--- src/logic/cll_pkg.sv ---
package cll_pkg;
  // ----------------------------------------------------------------
  // Timing
  // ----------------------------------------------------------------
  localparam int unsigned CLK_HZ        = 50_000_000;
  localparam int unsigned TICK_S        = 1;
  localparam int unsigned TICK_CYCLES   = CLK_HZ * TICK_S;
  localparam int unsigned NV_SAVE_S     = 4;
  localparam int unsigned NV_SAVE_TICKS = NV_SAVE_S / TICK_S;
  localparam logic [1:0]  HORNER_LAST   = 2'h2;

  // ----------------------------------------------------------------
  // Register indices, byte address is index times four
  // ----------------------------------------------------------------
  localparam logic [9:0] IDX_MODE  = 10'h003, IDX_TEMP  = 10'h008, IDX_RM    = 10'h00F;
  localparam logic [9:0] IDX_FCC   = 10'h010, IDX_GCFG  = 10'h029, IDX_MISC  = 10'h02A;
  localparam logic [9:0] IDX_BLOW  = 10'h02E, IDX_NFULL = 10'h02F, IDX_OVL   = 10'h058;
  localparam logic [9:0] IDX_LTEMP = 10'h09B, IDX_C3    = 10'h0A4, IDX_C2    = 10'h0A6;
  localparam logic [9:0] IDX_C1    = 10'h0A8, IDX_C0    = 10'h0AA, IDX_FLOOR = 10'h0AC;
  localparam logic [9:0] IDX_CEIL  = 10'h0AE, IDX_STAT  = 10'h0C0, IDX_TALLY = 10'h0C1;
  localparam logic [9:0] IDX_BLPCT = 10'h0C2, IDX_ESCL  = 10'h0C3;

  // ----------------------------------------------------------------
  // Field positions
  // ----------------------------------------------------------------
  localparam int unsigned MISC_INT_BIT = 7;
  localparam int unsigned SC_BIT       = 5;
  localparam int unsigned MODE_MWH_BIT = 15;

  // ----------------------------------------------------------------
  // Reset values and coefficient sets
  // ----------------------------------------------------------------
  localparam logic [15:0] EXT_C3 = 16'h9183, EXT_C2 = 16'h5170, EXT_C1 = 16'hE28F;
  localparam logic [15:0] EXT_C0 = 16'h0FAC, EXT_FLOOR = 16'h0000, EXT_CEIL = 16'h0FAC;
  localparam logic [15:0] INT_C3 = 16'h0000, INT_C2 = 16'h0000, INT_C1 = 16'hD480;
  localparam logic [15:0] INT_C0 = 16'h1666, INT_FLOOR = 16'h0000, INT_CEIL = 16'h1666;
  localparam logic [7:0]  RST_MISC = 8'h00, RST_GCFG = 8'h00, RST_BLOW = 8'h19;
  localparam logic [15:0] RST_NFULL = 16'h0064, RST_LTEMP = 16'h0B0E, RST_OVL = 16'h1770;
  localparam logic [15:0] RST_MODE = 16'h0000, RST_ESCL = 16'h0100;

  // ----------------------------------------------------------------
  // Learning limits and bus response codes
  // ----------------------------------------------------------------
  localparam logic [15:0] CHG_DISQ  = 16'h000A;
  localparam logic [15:0] EST_LIMIT = 16'h0100;
  localparam logic [16:0] V_MARGIN  = 17'h00180;
  localparam logic [16:0] FCC_DROP  = 17'h00100;
  localparam logic [16:0] FCC_RISE  = 17'h00200;
  localparam logic [1:0]  RESP_OK   = 2'h0;
  localparam logic [1:0]  RESP_ERR  = 2'h2;
endpackage : cll_pkg

--- src/logic/cll_temp_if.sv ---
`timescale 1ns/10ps
interface cll_temp_if;
  logic        start;
  logic [15:0] sample, c3, c2, c1, c0, floor, ceil;
  logic [15:0] result;
  logic        done;
  modport conv (input start, sample, c3, c2, c1, c0, floor, ceil, output result, done);
  modport ctrl (output start, sample, c3, c2, c1, c0, floor, ceil, input result, done);
endinterface : cll_temp_if

--- src/logic/cll_temp_conv.sv ---
`timescale 1ns/10ps
module cll_temp_conv (
  input wire logic clock,
  input wire logic rstn,
  cll_temp_if.conv t
);
  typedef struct packed {
    logic               busy;
    logic [1:0]         step;
    logic signed [31:0] acc;
    logic [15:0]        res;
    logic               done;
  } cll_conv_t;

  cll_conv_t          st, n;
  logic signed [48:0] prod;
  logic signed [31:0] nx;
  logic [15:0]        coef;

  always_comb begin
    n      = st;
    n.done = 1'b0;
    coef   = (st.step == 2'h0) ? t.c2 : (st.step == 2'h1) ? t.c1 : t.c0;
    prod   = st.acc * $signed({1'b0, t.sample});
    nx     = 32'(prod >>> 16) + 32'($signed(coef));
    if (t.start) begin
      n.busy = 1'b1;
      n.step = 2'h0;
      n.acc  = 32'($signed(t.c3));
    end else if (st.busy) begin
      n.acc  = nx;
      n.step = st.step + 2'h1;
      if (st.step == cll_pkg::HORNER_LAST) begin
        n.busy = 1'b0;
        n.done = 1'b1;
        n.res  = (t.sample < t.floor) ? t.ceil : nx[15:0]; // RQ1
      end
    end
  end

  always_ff @(posedge clock or negedge rstn) begin
    if (!rstn) st <= '0;
    else st <= n;
  end

  assign t.result = st.res;
  assign t.done   = st.done;
endmodule : cll_temp_conv

--- src/logic/cll_nv_writer.sv ---
`timescale 1ns/10ps
module cll_nv_writer (
  input  wire logic        clock,
  input  wire logic        rstn,
  input  wire logic        tick,
  input  wire logic        req,
  input  wire logic [15:0] data_in,
  output logic             nv_write,
  output logic [15:0]      nv_write_data
);
  typedef struct packed {
    logic        pend;
    logic        wr;
    logic [15:0] data;
  } cll_nvw_t;

  cll_nvw_t st, n;

  always_comb begin
    n    = st;
    n.wr = 1'b0;
    if (req) begin
      n.pend = 1'b1;
      n.data = data_in;
    end else if (st.pend && tick) begin
      n.pend = 1'b0;
      n.wr   = 1'b1; // RQ6
    end
  end

  always_ff @(posedge clock or negedge rstn) begin
    if (!rstn) st <= '0;
    else st <= n;
  end

  assign nv_write      = st.wr;
  assign nv_write_data = st.data;
endmodule : cll_nv_writer

--- src/logic/cll_capacity_learning_counter.sv ---
// The AXI4-Lite register port is this design's own decision.
`timescale 1ns/10ps
// Overview of operation
// RQ1 - Below sample floor report ceiling, else Horner cubic
// RQ2 - Coefficient set chosen by internal sensor bit
// RQ3 - Remaining charge saturates at capacity and zero
// RQ4 - Units follow battery mode, milliwatt or milliamp
// RQ5 - Capacity loaded from stored value at init
// RQ6 - Relearned capacity saved in mAh within 4s
// RQ7 - Tally counts discharge, load and self-discharge
// RQ8 - Tally preset to capacity minus remaining when near
// RQ9 - Trim bit subtracts capacity/128 from preset
// RQ10 - Tally stops at second low-voltage stage
// RQ11 - New capacity is tally plus full plus low
// RQ12 - Low percentage is config byte over 2.56
// RQ13 - Qualified start near full, ends at stage two
// RQ14 - Ten mAh charge disqualifies learning
// RQ15 - Estimated decrements over 256 mAh disqualify
// RQ16 - Cold at stage two disqualifies learning
// RQ17 - Voltage below threshold minus 384 mV disqualifies
// RQ18 - Midrange correction disqualifies learning
// RQ19 - Rate under 3C/32 at checkpoints disqualifies
// RQ20 - Overload at checkpoints disqualifies learning
// RQ21 - Learn flag set at start, cleared on fault
// RQ22 - Update clamped to -256 / +512 mAh
// RQ23 - Overload suspends low-voltage stage detection
// RQ24 - Update at stage two only if flag set
module cll_capacity_learning_counter #(
  parameter int unsigned TICK_CYCLES = cll_pkg::TICK_CYCLES
) (
  input  wire logic        clock,
  input  wire logic        rstn,
  input  wire logic        s_axi_awvalid,
  output logic             s_axi_awready,
  input  wire logic [11:0] s_axi_awaddr,
  input  wire logic        s_axi_wvalid,
  output logic             s_axi_wready,
  input  wire logic [31:0] s_axi_wdata,
  input  wire logic [3:0]  s_axi_wstrb,
  output logic             s_axi_bvalid,
  input  wire logic        s_axi_bready,
  output logic [1:0]       s_axi_bresp,
  input  wire logic        s_axi_arvalid,
  output logic             s_axi_arready,
  input  wire logic [11:0] s_axi_araddr,
  output logic             s_axi_rvalid,
  input  wire logic        s_axi_rready,
  output logic [31:0]      s_axi_rdata,
  output logic [1:0]       s_axi_rresp,
  input  wire logic        meas_strobe,
  input  wire logic [15:0] charge_inc,
  input  wire logic [15:0] discharge_inc,
  input  wire logic [15:0] selfdis_inc,
  input  wire logic [15:0] load_inc,
  input  wire logic [15:0] current_ma,
  input  wire logic [15:0] voltage_mv,
  input  wire logic [15:0] stage2_threshold_mv,
  input  wire logic        low_voltage_stage2,
  input  wire logic        midrange_corr,
  input  wire logic        temp_valid,
  input  wire logic [15:0] temp_raw,
  input  wire logic [15:0] nv_last_discharge,
  output logic [15:0]      remaining_charge_count,
  output logic [15:0]      learned_full_capacity,
  output logic             learn_valid_flag,
  output logic [15:0]      temperature,
  output logic             nv_write,
  output logic [15:0]      nv_write_data
);
  typedef struct packed {
    logic        awv, wv, awrdy, wrdy, bv, arrdy, rv;
    logic [9:0]  awi;
    logic [31:0] wd, rd;
    logic [3:0]  ws;
    logic [1:0]  bresp, rresp;
    logic [7:0]  misc, gcfg, blow;
    logic [15:0] c3, c2, c1, c0, floor, ceil, nfull, ltemp, ovl, mode, escl;
    logic [31:0] div;
    logic        tick, init, dis, run, valid, lowhit, s2p, tstart, nvreq;
    logic [15:0] rm, fcc, tally, chg, est, temp, raw;
  } cll_state_t;

  cll_state_t  st, n;
  cll_temp_if  tif ();
  logic        ovld, s2, s2_rise, rate_ok, near, ok;
  logic [16:0] disch, cur_mag;
  logic [15:0] bl_amt, trim, preset, nv_mah;
  logic [7:0]  bl_pct;
  logic [17:0] rm_sum, tsum, esum, csum, fsum, lo, hi;
  logic [31:0] rdv;

  // ----------------------------------------------------------------
  // Helpers
  // ----------------------------------------------------------------
  function automatic logic is_mapped(input logic [9:0] i);
    case (i)
      cll_pkg::IDX_MODE, cll_pkg::IDX_TEMP, cll_pkg::IDX_RM, cll_pkg::IDX_FCC,
      cll_pkg::IDX_GCFG, cll_pkg::IDX_MISC, cll_pkg::IDX_BLOW, cll_pkg::IDX_NFULL,
      cll_pkg::IDX_OVL, cll_pkg::IDX_LTEMP, cll_pkg::IDX_C3, cll_pkg::IDX_C2,
      cll_pkg::IDX_C1, cll_pkg::IDX_C0, cll_pkg::IDX_FLOOR, cll_pkg::IDX_CEIL,
      cll_pkg::IDX_STAT, cll_pkg::IDX_TALLY, cll_pkg::IDX_BLPCT,
      cll_pkg::IDX_ESCL: is_mapped = 1'b1;
      default: is_mapped = 1'b0;
    endcase
  endfunction : is_mapped

  function automatic logic [15:0] wr16(input logic [15:0] o, input logic [31:0] d,
                                       input logic [3:0] s);
    wr16 = {s[1] ? d[15:8] : o[15:8], s[0] ? d[7:0] : o[7:0]};
  endfunction : wr16

  // ----------------------------------------------------------------
  // Derived values
  // ----------------------------------------------------------------
  assign cur_mag = current_ma[15] ? 17'(-$signed({current_ma[15], current_ma}))
                                  : {1'b0, current_ma};
  assign disch   = current_ma[15] ? cur_mag : 17'h00000;
  assign ovld    = cur_mag > {1'b0, st.ovl}; // RQ23
  assign s2      = low_voltage_stage2 && !ovld; // RQ23
  assign s2_rise = s2 && !st.s2p;
  assign rate_ok = {disch, 5'h00} >= 22'(st.fcc * 3); // RQ19
  assign bl_amt  = 16'((24'(st.fcc) * 24'(st.blow)) >> 8);
  assign bl_pct  = 8'((16'(st.blow) * 16'h0064) >> 8); // RQ12
  assign near    = (st.fcc - st.rm) <= st.nfull; // RQ13
  assign trim    = st.gcfg[cll_pkg::SC_BIT] ? (st.fcc >> 7) : 16'h0000; // RQ9
  assign preset  = ((st.fcc - st.rm) > trim) ? (st.fcc - st.rm - trim) : 16'h0000; // RQ8
  assign ok      = (st.temp >= st.ltemp) // RQ16
                && ({1'b0, voltage_mv} + cll_pkg::V_MARGIN >= {1'b0, stage2_threshold_mv}) // RQ17
                && rate_ok && !ovld; // RQ19 RQ20
  assign nv_mah  = st.mode[cll_pkg::MODE_MWH_BIT] ? 16'((32'(st.fcc) * 32'(st.escl)) >> 8)
                                                 : st.fcc; // RQ4
  assign rm_sum  = 18'(st.rm) + 18'(charge_inc) - 18'(discharge_inc)
                 - 18'(selfdis_inc) - 18'(load_inc);
  assign tsum    = 18'(st.tally) + 18'(discharge_inc) + 18'(selfdis_inc) + 18'(load_inc);
  assign esum    = 18'(st.est) + 18'(selfdis_inc) + 18'(load_inc);
  assign csum    = 18'(st.chg) + 18'(charge_inc);
  assign fsum    = 18'(st.tally) + 18'(st.nfull) + 18'(bl_amt); // RQ11
  assign lo      = (st.fcc >= 16'h0100) ? 18'(st.fcc) - 18'(cll_pkg::FCC_DROP) : 18'h00000;
  assign hi      = 18'(st.fcc) + 18'(cll_pkg::FCC_RISE);

  // ----------------------------------------------------------------
  // Temperature converter
  // ----------------------------------------------------------------
  always_comb begin
    tif.start  = st.tstart;
    tif.sample = st.raw;
    if (st.misc[cll_pkg::MISC_INT_BIT]) begin // RQ2
      tif.c3 = cll_pkg::INT_C3;
      tif.c2 = cll_pkg::INT_C2;
      tif.c1 = cll_pkg::INT_C1;
      tif.c0 = cll_pkg::INT_C0;
      tif.floor = cll_pkg::INT_FLOOR;
      tif.ceil = cll_pkg::INT_CEIL;
    end else begin
      tif.c3 = st.c3;
      tif.c2 = st.c2;
      tif.c1 = st.c1;
      tif.c0 = st.c0;
      tif.floor = st.floor;
      tif.ceil = st.ceil;
    end
  end

  cll_temp_conv u_conv (
    .clock (clock),
    .rstn  (rstn),
    .t     (tif.conv)
  );

  cll_nv_writer u_nvw (
    .clock         (clock),
    .rstn          (rstn),
    .tick          (st.tick),
    .req           (st.nvreq),
    .data_in       (nv_mah),
    .nv_write      (nv_write),
    .nv_write_data (nv_write_data)
  );

  // ----------------------------------------------------------------
  // Next state
  // ----------------------------------------------------------------
  always_comb begin
    n        = st;
    rdv      = 32'h00000000;
    n.tstart = 1'b0;
    n.nvreq  = 1'b0;
    n.tick   = 1'b0;
    n.s2p    = s2;
    if (st.div == 32'(TICK_CYCLES - 1)) begin
      n.div  = 32'h00000000;
      n.tick = 1'b1;
    end else begin
      n.div = st.div + 32'h00000001;
    end
    // Write channels, taken in either order
    if (s_axi_awvalid && st.awrdy) begin
      n.awv   = 1'b1;
      n.awi   = s_axi_awaddr[11:2];
      n.awrdy = 1'b0;
    end
    if (s_axi_wvalid && st.wrdy) begin
      n.wv   = 1'b1;
      n.wd   = s_axi_wdata;
      n.ws   = s_axi_wstrb;
      n.wrdy = 1'b0;
    end
    if (st.awv && st.wv && !st.bv) begin
      n.awv   = 1'b0;
      n.wv    = 1'b0;
      n.bv    = 1'b1;
      n.bresp = is_mapped(st.awi) ? cll_pkg::RESP_OK : cll_pkg::RESP_ERR;
      case (st.awi)
        cll_pkg::IDX_MODE:  n.mode = wr16(st.mode, st.wd, st.ws); // RQ4
        cll_pkg::IDX_GCFG:  n.gcfg = st.ws[0] ? st.wd[7:0] : st.gcfg;
        cll_pkg::IDX_MISC:  n.misc = st.ws[0] ? st.wd[7:0] : st.misc;
        cll_pkg::IDX_BLOW:  n.blow = st.ws[0] ? st.wd[7:0] : st.blow;
        cll_pkg::IDX_NFULL: n.nfull = wr16(st.nfull, st.wd, st.ws);
        cll_pkg::IDX_OVL:   n.ovl = wr16(st.ovl, st.wd, st.ws);
        cll_pkg::IDX_LTEMP: n.ltemp = wr16(st.ltemp, st.wd, st.ws);
        cll_pkg::IDX_C3:    n.c3 = wr16(st.c3, st.wd, st.ws);
        cll_pkg::IDX_C2:    n.c2 = wr16(st.c2, st.wd, st.ws);
        cll_pkg::IDX_C1:    n.c1 = wr16(st.c1, st.wd, st.ws);
        cll_pkg::IDX_C0:    n.c0 = wr16(st.c0, st.wd, st.ws);
        cll_pkg::IDX_FLOOR: n.floor = wr16(st.floor, st.wd, st.ws);
        cll_pkg::IDX_CEIL:  n.ceil = wr16(st.ceil, st.wd, st.ws);
        cll_pkg::IDX_ESCL:  n.escl = wr16(st.escl, st.wd, st.ws);
        default: ;
      endcase
    end
    if (st.bv && s_axi_bready) begin
      n.bv    = 1'b0;
      n.awrdy = 1'b1;
      n.wrdy  = 1'b1;
    end
    // Read channel
    case (s_axi_araddr[11:2])
      cll_pkg::IDX_MODE:  rdv = {16'h0000, st.mode};
      cll_pkg::IDX_TEMP:  rdv = {16'h0000, st.temp};
      cll_pkg::IDX_RM:    rdv = {16'h0000, st.rm};
      cll_pkg::IDX_FCC:   rdv = {16'h0000, st.fcc};
      cll_pkg::IDX_GCFG:  rdv = {24'h000000, st.gcfg};
      cll_pkg::IDX_MISC:  rdv = {24'h000000, st.misc};
      cll_pkg::IDX_BLOW:  rdv = {24'h000000, st.blow};
      cll_pkg::IDX_NFULL: rdv = {16'h0000, st.nfull};
      cll_pkg::IDX_OVL:   rdv = {16'h0000, st.ovl};
      cll_pkg::IDX_LTEMP: rdv = {16'h0000, st.ltemp};
      cll_pkg::IDX_C3:    rdv = {16'h0000, st.c3};
      cll_pkg::IDX_C2:    rdv = {16'h0000, st.c2};
      cll_pkg::IDX_C1:    rdv = {16'h0000, st.c1};
      cll_pkg::IDX_C0:    rdv = {16'h0000, st.c0};
      cll_pkg::IDX_FLOOR: rdv = {16'h0000, st.floor};
      cll_pkg::IDX_CEIL:  rdv = {16'h0000, st.ceil};
      cll_pkg::IDX_STAT:  rdv = {28'h0000000, st.lowhit, st.run, st.dis, st.valid};
      cll_pkg::IDX_TALLY: rdv = {16'h0000, st.tally};
      cll_pkg::IDX_BLPCT: rdv = {24'h000000, bl_pct}; // RQ12
      cll_pkg::IDX_ESCL:  rdv = {16'h0000, st.escl};
      default:            rdv = 32'h00000000;
    endcase
    if (s_axi_arvalid && st.arrdy) begin
      n.arrdy = 1'b0;
      n.rv    = 1'b1;
      n.rd    = rdv;
      n.rresp = is_mapped(s_axi_araddr[11:2]) ? cll_pkg::RESP_OK : cll_pkg::RESP_ERR;
    end
    if (st.rv && s_axi_rready) begin
      n.rv    = 1'b0;
      n.arrdy = 1'b1;
    end
    // Temperature sampling
    if (temp_valid) begin
      n.raw    = temp_raw;
      n.tstart = 1'b1;
    end
    if (tif.done) n.temp = tif.result; // RQ1
    // Capacity bookkeeping
    if (st.init) begin
      n.init = 1'b0;
      n.fcc  = nv_last_discharge; // RQ5
    end else begin
      if (meas_strobe) begin
        n.rm = rm_sum[17] ? 16'h0000 : (rm_sum > 18'(st.fcc)) ? st.fcc : rm_sum[15:0]; // RQ3
        if (discharge_inc != 16'h0000 && !st.dis) begin
          n.dis    = 1'b1;
          n.run    = 1'b1;
          n.chg    = 16'h0000;
          n.est    = 16'h0000;
          n.lowhit = 1'b0;
          n.valid  = near; // RQ13 RQ21
          n.tally  = near ? preset : 16'h0000; // RQ8 RQ9
        end else if (st.dis) begin
          if (st.run) n.tally = tsum[17:16] != 2'h0 ? 16'hFFFF : tsum[15:0]; // RQ7
          n.chg = csum[17:16] != 2'h0 ? 16'hFFFF : csum[15:0];
          n.est = esum[17:16] != 2'h0 ? 16'hFFFF : esum[15:0];
        end
      end
      if (st.dis && st.est > cll_pkg::EST_LIMIT) n.valid = 1'b0; // RQ15
      if (st.dis && midrange_corr) n.valid = 1'b0; // RQ18
      if (st.dis && !st.lowhit && st.rm <= bl_amt) begin
        n.lowhit = 1'b1;
        if (!rate_ok || ovld) n.valid = 1'b0; // RQ19 RQ20
      end
      if (st.dis && st.chg >= cll_pkg::CHG_DISQ) begin
        n.valid = 1'b0; // RQ14
        n.dis   = 1'b0;
        n.run   = 1'b0;
      end else if (st.dis && s2_rise) begin
        n.run   = 1'b0; // RQ10
        n.dis   = 1'b0;
        n.valid = n.valid && ok; // RQ16 RQ17 RQ21
        if (n.valid) begin
          n.fcc   = (fsum < lo) ? lo[15:0] : (fsum > hi) ? 16'(hi) : fsum[15:0]; // RQ22 RQ24
          n.nvreq = 1'b1; // RQ6
        end
      end
      if (n.rm > n.fcc) n.rm = n.fcc; // RQ3
    end
  end

  always_ff @(posedge clock or negedge rstn) begin
    if (!rstn) begin
      st       <= '0;
      st.awrdy <= 1'b1;
      st.wrdy  <= 1'b1;
      st.arrdy <= 1'b1;
      st.init  <= 1'b1;
      st.misc  <= cll_pkg::RST_MISC;
      st.gcfg  <= cll_pkg::RST_GCFG;
      st.blow  <= cll_pkg::RST_BLOW;
      st.nfull <= cll_pkg::RST_NFULL;
      st.ltemp <= cll_pkg::RST_LTEMP;
      st.ovl   <= cll_pkg::RST_OVL;
      st.mode  <= cll_pkg::RST_MODE;
      st.escl  <= cll_pkg::RST_ESCL;
      st.c3    <= cll_pkg::EXT_C3;
      st.c2    <= cll_pkg::EXT_C2;
      st.c1    <= cll_pkg::EXT_C1;
      st.c0    <= cll_pkg::EXT_C0;
      st.floor <= cll_pkg::EXT_FLOOR;
      st.ceil  <= cll_pkg::EXT_CEIL;
    end else begin
      st <= n;
    end
  end

  assign s_axi_awready          = st.awrdy;
  assign s_axi_wready           = st.wrdy;
  assign s_axi_bvalid           = st.bv;
  assign s_axi_bresp            = st.bresp;
  assign s_axi_arready          = st.arrdy;
  assign s_axi_rvalid           = st.rv;
  assign s_axi_rdata            = st.rd;
  assign s_axi_rresp            = st.rresp;
  assign remaining_charge_count = st.rm;
  assign learned_full_capacity  = st.fcc;
  assign learn_valid_flag       = st.valid;
  assign temperature            = st.temp;
endmodule : cll_capacity_learning_counter

--- config.mk ---
export PLATFORM = sky130hd
export DESIGN_NAME = cll_capacity_learning_counter
export DESIGN_NICKNAME = d
export VERILOG_FILES = /design/src/logic/cll_pkg.sv /design/src/logic/cll_temp_if.sv /design/src/logic/cll_temp_conv.sv /design/src/logic/cll_nv_writer.sv /design/src/logic/cll_capacity_learning_counter.sv
export SDC_FILE = /design/constraint.sdc
export NUM_CORES = 2
export LEC_CHECK = 0
export ABC_AREA = 1
export BUFFER_PORTS_ARGS = -buffer_cell sky130_fd_sc_hd__clkbuf_2
export CAP_MARGIN = 0
export CORE_MARGIN = 10
export CORE_UTILIZATION = 60
export CTS_BUF_LIST = sky130_fd_sc_hd__clkbuf_4 sky130_fd_sc_hd__clkbuf_8
export CTS_CLUSTER_DIAMETER = 120
export DETAILED_ROUTE_END_ITERATION = 10
export PLACE_DENSITY = 0.78
export SLEW_MARGIN = 0
export SYNTH_ARGS = -nofsm -noshare
export SYNTH_HDL_FRONTEND = slang
export SYNTH_SLANG_ARGS = --single-unit
--- constraint.sdc ---
create_clock -name clock -period 15.2 [get_ports clock]
set_input_delay 0.76 -clock clock [delete_from_list [all_inputs] [get_ports clock]]
set_output_delay 0.76 -clock clock [all_outputs]
set_load 0.02 [all_outputs]
==> results.ini <==
[synthesis]
synth-seq-area-share = 0.1752
ys_ff_latch = 475
synth_area_sq_um = 68270
yosysMostFrequentCell = nand2_1
synth_top_cells_by_area = fa_1 25%, dfrtp_1 15%, nand2_1 12%
synth_ff_type = dfrtp_1
synth_edf_count = 0
ys_types = 74
ys_warn_count = 0
syn_inst = 8914
synth_top_area_share = 0.2498
synth_top_area_cell = fa_1
avgSynthCellArea_sq_um = 7.659
synth_top_cells_by_count = 2152 x nand2_1, 1890 x inv_1, 852 x fa_1, 592 x ha_1, 468 x o21ai_0
async_flop_share = 1.000

[place]
hpwl_microns = 185000
dpl_cell_area_sq_um = 70030
place_congestion = 1.034
port_buffers = 281

[cts]
ctsHoldBuffers = 0
insertion_delay_ps = 800
cts_tree = done
cts_resized = 0
cts.sinks = 475
root_buffer = clkbuf_8
clockBufferDepth = 3
post_cts_buffers = 0
path_clk_slew_ps = 60
cts_buffers = 96
h-tree-depth = 3

[worst_hold_path]
hold_class = in -> async

[sta]
slew_headroom = 0.2377
drv_slew = 0
min_period_ps = 11720
fin_setup_tns_ps = 0
worst_pin_slew_ps = 1115
finalCritPeriodShare = 0.7714
hold_viol = 0
rsz0062_at_grt = false
setup_viol = 0
finClkSkew_ps = 67.67
max_freq_mhz = 85.29

[worst_setup_path]
r2r_cells = 46
r2r-end = remaining_charge_count[8]$_DFFE_PN0N_
worstSetupPathType = reg -> reg
critical_path_required_ps = 15910
crit_path_end = remaining_charge_count[8]$_DFFE_PN0N_
setup.worst_path.start_class = flip-flop
path_common_cell = nand2_1
slowest_stage = dfrtp_1
critPathCaptureType = flip-flop
crit_path_max_fanout = 22
setup.worst_path.start = learned_full_capacity[4]$_DFF_PN0_
cp.arrival_ps = 12440
r2r_slack_ps = 3480
slowest_delay_ps = 760
worstReg2RegStart = learned_full_capacity[4]$_DFF_PN0_

[global_route]
grt_usage = 0.3638
overflow = 0
antenna_found_initial = 15
grt_pass1_wl_microns = 359600
grt_max_degree = 170
first_global_vias = 62999

[drt]
dr.pass1.iters = 7
vias = 61522
wl_per_cell_microns = 21.99
drt_wl_total_microns = 231400
ant_nets = 0
drc = 0
drt_iter0_drc = 6260
viasPerCell = 5.847

[floorplanning]
ioPinCount = 322
start_util = 0.6052
rows = 123
die_h_microns = 357.3
core_sq_um = 112800
die_area_sq_um = 127700
die_w_microns = 357.3

[run]
max-cap-violations = 0

[finish]
largest_reg_flops = 316
layout-drive-gt1-share = 0.08165
reg_top3 = st (316), u_conv.st (35)
largest-register = st
final_area_sq_um = 72320
area_growth_pct = 5.940
fin_nets = 10590

[outcome]
outcome = complete, no violations

-- how the worst min path moves through the flow --
stage | depth (start not counted) | from | to | slack (ps)
after global placement | 1 | st[121]$_DFF_PN0_ | st[121]$_DFF_PN0_ | 440
final | 1 | rstn | u_nvw.nv_write_data[1]$_DFFE_PN0P_ | 40
after detailed placement | 1 | st[121]$_DFF_PN0_ | st[121]$_DFF_PN0_ | 450
after CTS | 1 | rstn | learned_full_capacity[0]$_DFF_PN0_ | 70
after floorplan | 1 | st[121]$_DFF_PN0_ | st[121]$_DFF_PN0_ | 430
after global routing | 1 | rstn | u_nvw.nv_write_data[1]$_DFFE_PN0P_ | 100
-- through the flow --
stage	instances	setup slack, ps	hold WS, ps	util
2_1_floorplan	8932	5583	425.1	-
3_3_place_gp	10333	3845	435.1	0.6208
3_5_place_dp	10333	3819	448.9	0.6208
4_1_cts	10514	3782	71.12	0.6409
5_1_grt	10517	2641	102.7	0.6410
6_report	10522	3475	42.61	0.6411
-- critical path: cells and delay by family (launching register included) --
| kind | cells | cell delay (ps) |
|---|---|---|
| AOI/OAI and AO/OA | 9 | 2310 |
| xor gates and xnor gates | 1 | 430 |
| adders and majority gates | 9 | 3760 |
| buffers and inverters | 7 | 1380 |
| DFF | 1 | 760 |
| and+or+nand+nor | 20 | 2970 |
-- cell usage in the layout (no fill, tap or decap), types with 18 or more instances in the layout --
master	count
o21ai_1	34
conb_1	19
inv_1	1890
o211ai_1	51
dfrtp_1	402
a21o_1	28
xnor2_1	70
ha_1	592
a221oi_1	39
clkbuf_8	117
or2_2	31
a31oi_1	20
a21oi_1	447
nor3_1	81
nand3b_1	22
xor2_1	155
clkbuf_4	31
o21ai_0	468
nand2_1	2152
o21a_1	21
mux2_2	24
dfstp_2	61
nor2_1	329
nand3_1	307
nor4_1	36
buf_4	61
o221ai_1	22
nand2_2	18
o22ai_1	33
nand4_1	85
fa_1	852
clkbuf_2	280
-- per-layer routing --
layer / track usage / routed length [microns] / vias to the layer above
met4: 0.1966 / 14610 / 10
met3: 0.1002 / 28530 / 735
li1: - / - / 27577
met5: 0 / 82 / -
met1: 0.4781 / 89680 / 29737
met2: 0.5434 / 98480 / 3463
-- final cells by class --
type	count	area [sq um]
Multi-Input combinational cell	6103	47100
Fill cell	9887	40480
Sequential cell	475	11980
Inverter	1912	7177
Timing Repair Buffer	343	1894
Tap cell	1500	1877
Clock buffer	148	1843
Clock inverter	33	430.4
Antenna cell	8	20.02
-- cell families (layout without fill, tap and decap cells) --
| kind of cell | Yosys count | after routing | share of synthesized area |
|---|---|---|---|
| AO/OA/AOI/OAI | 1283 | 1283 | 0.1081 |
| other | 1 | 27 | 0.00005493 |
| AND/OR/NAND/NOR | 3105 | 3105 | 0.1888 |
| flip-flops | 475 | 475 | 0.1752 |
| adder cells (fa/ha/maj) | 1444 | 1444 | 0.3583 |
| XOR/XNOR | 228 | 228 | 0.02958 |
| buffers and inverters | 2354 | 2436 | 0.1359 |
| multiplexers | 24 | 24 | 0.003959 |
Power is not shown: default switching activity piles up to over one toggle a cycle in this logic, so the estimate is an artifact.
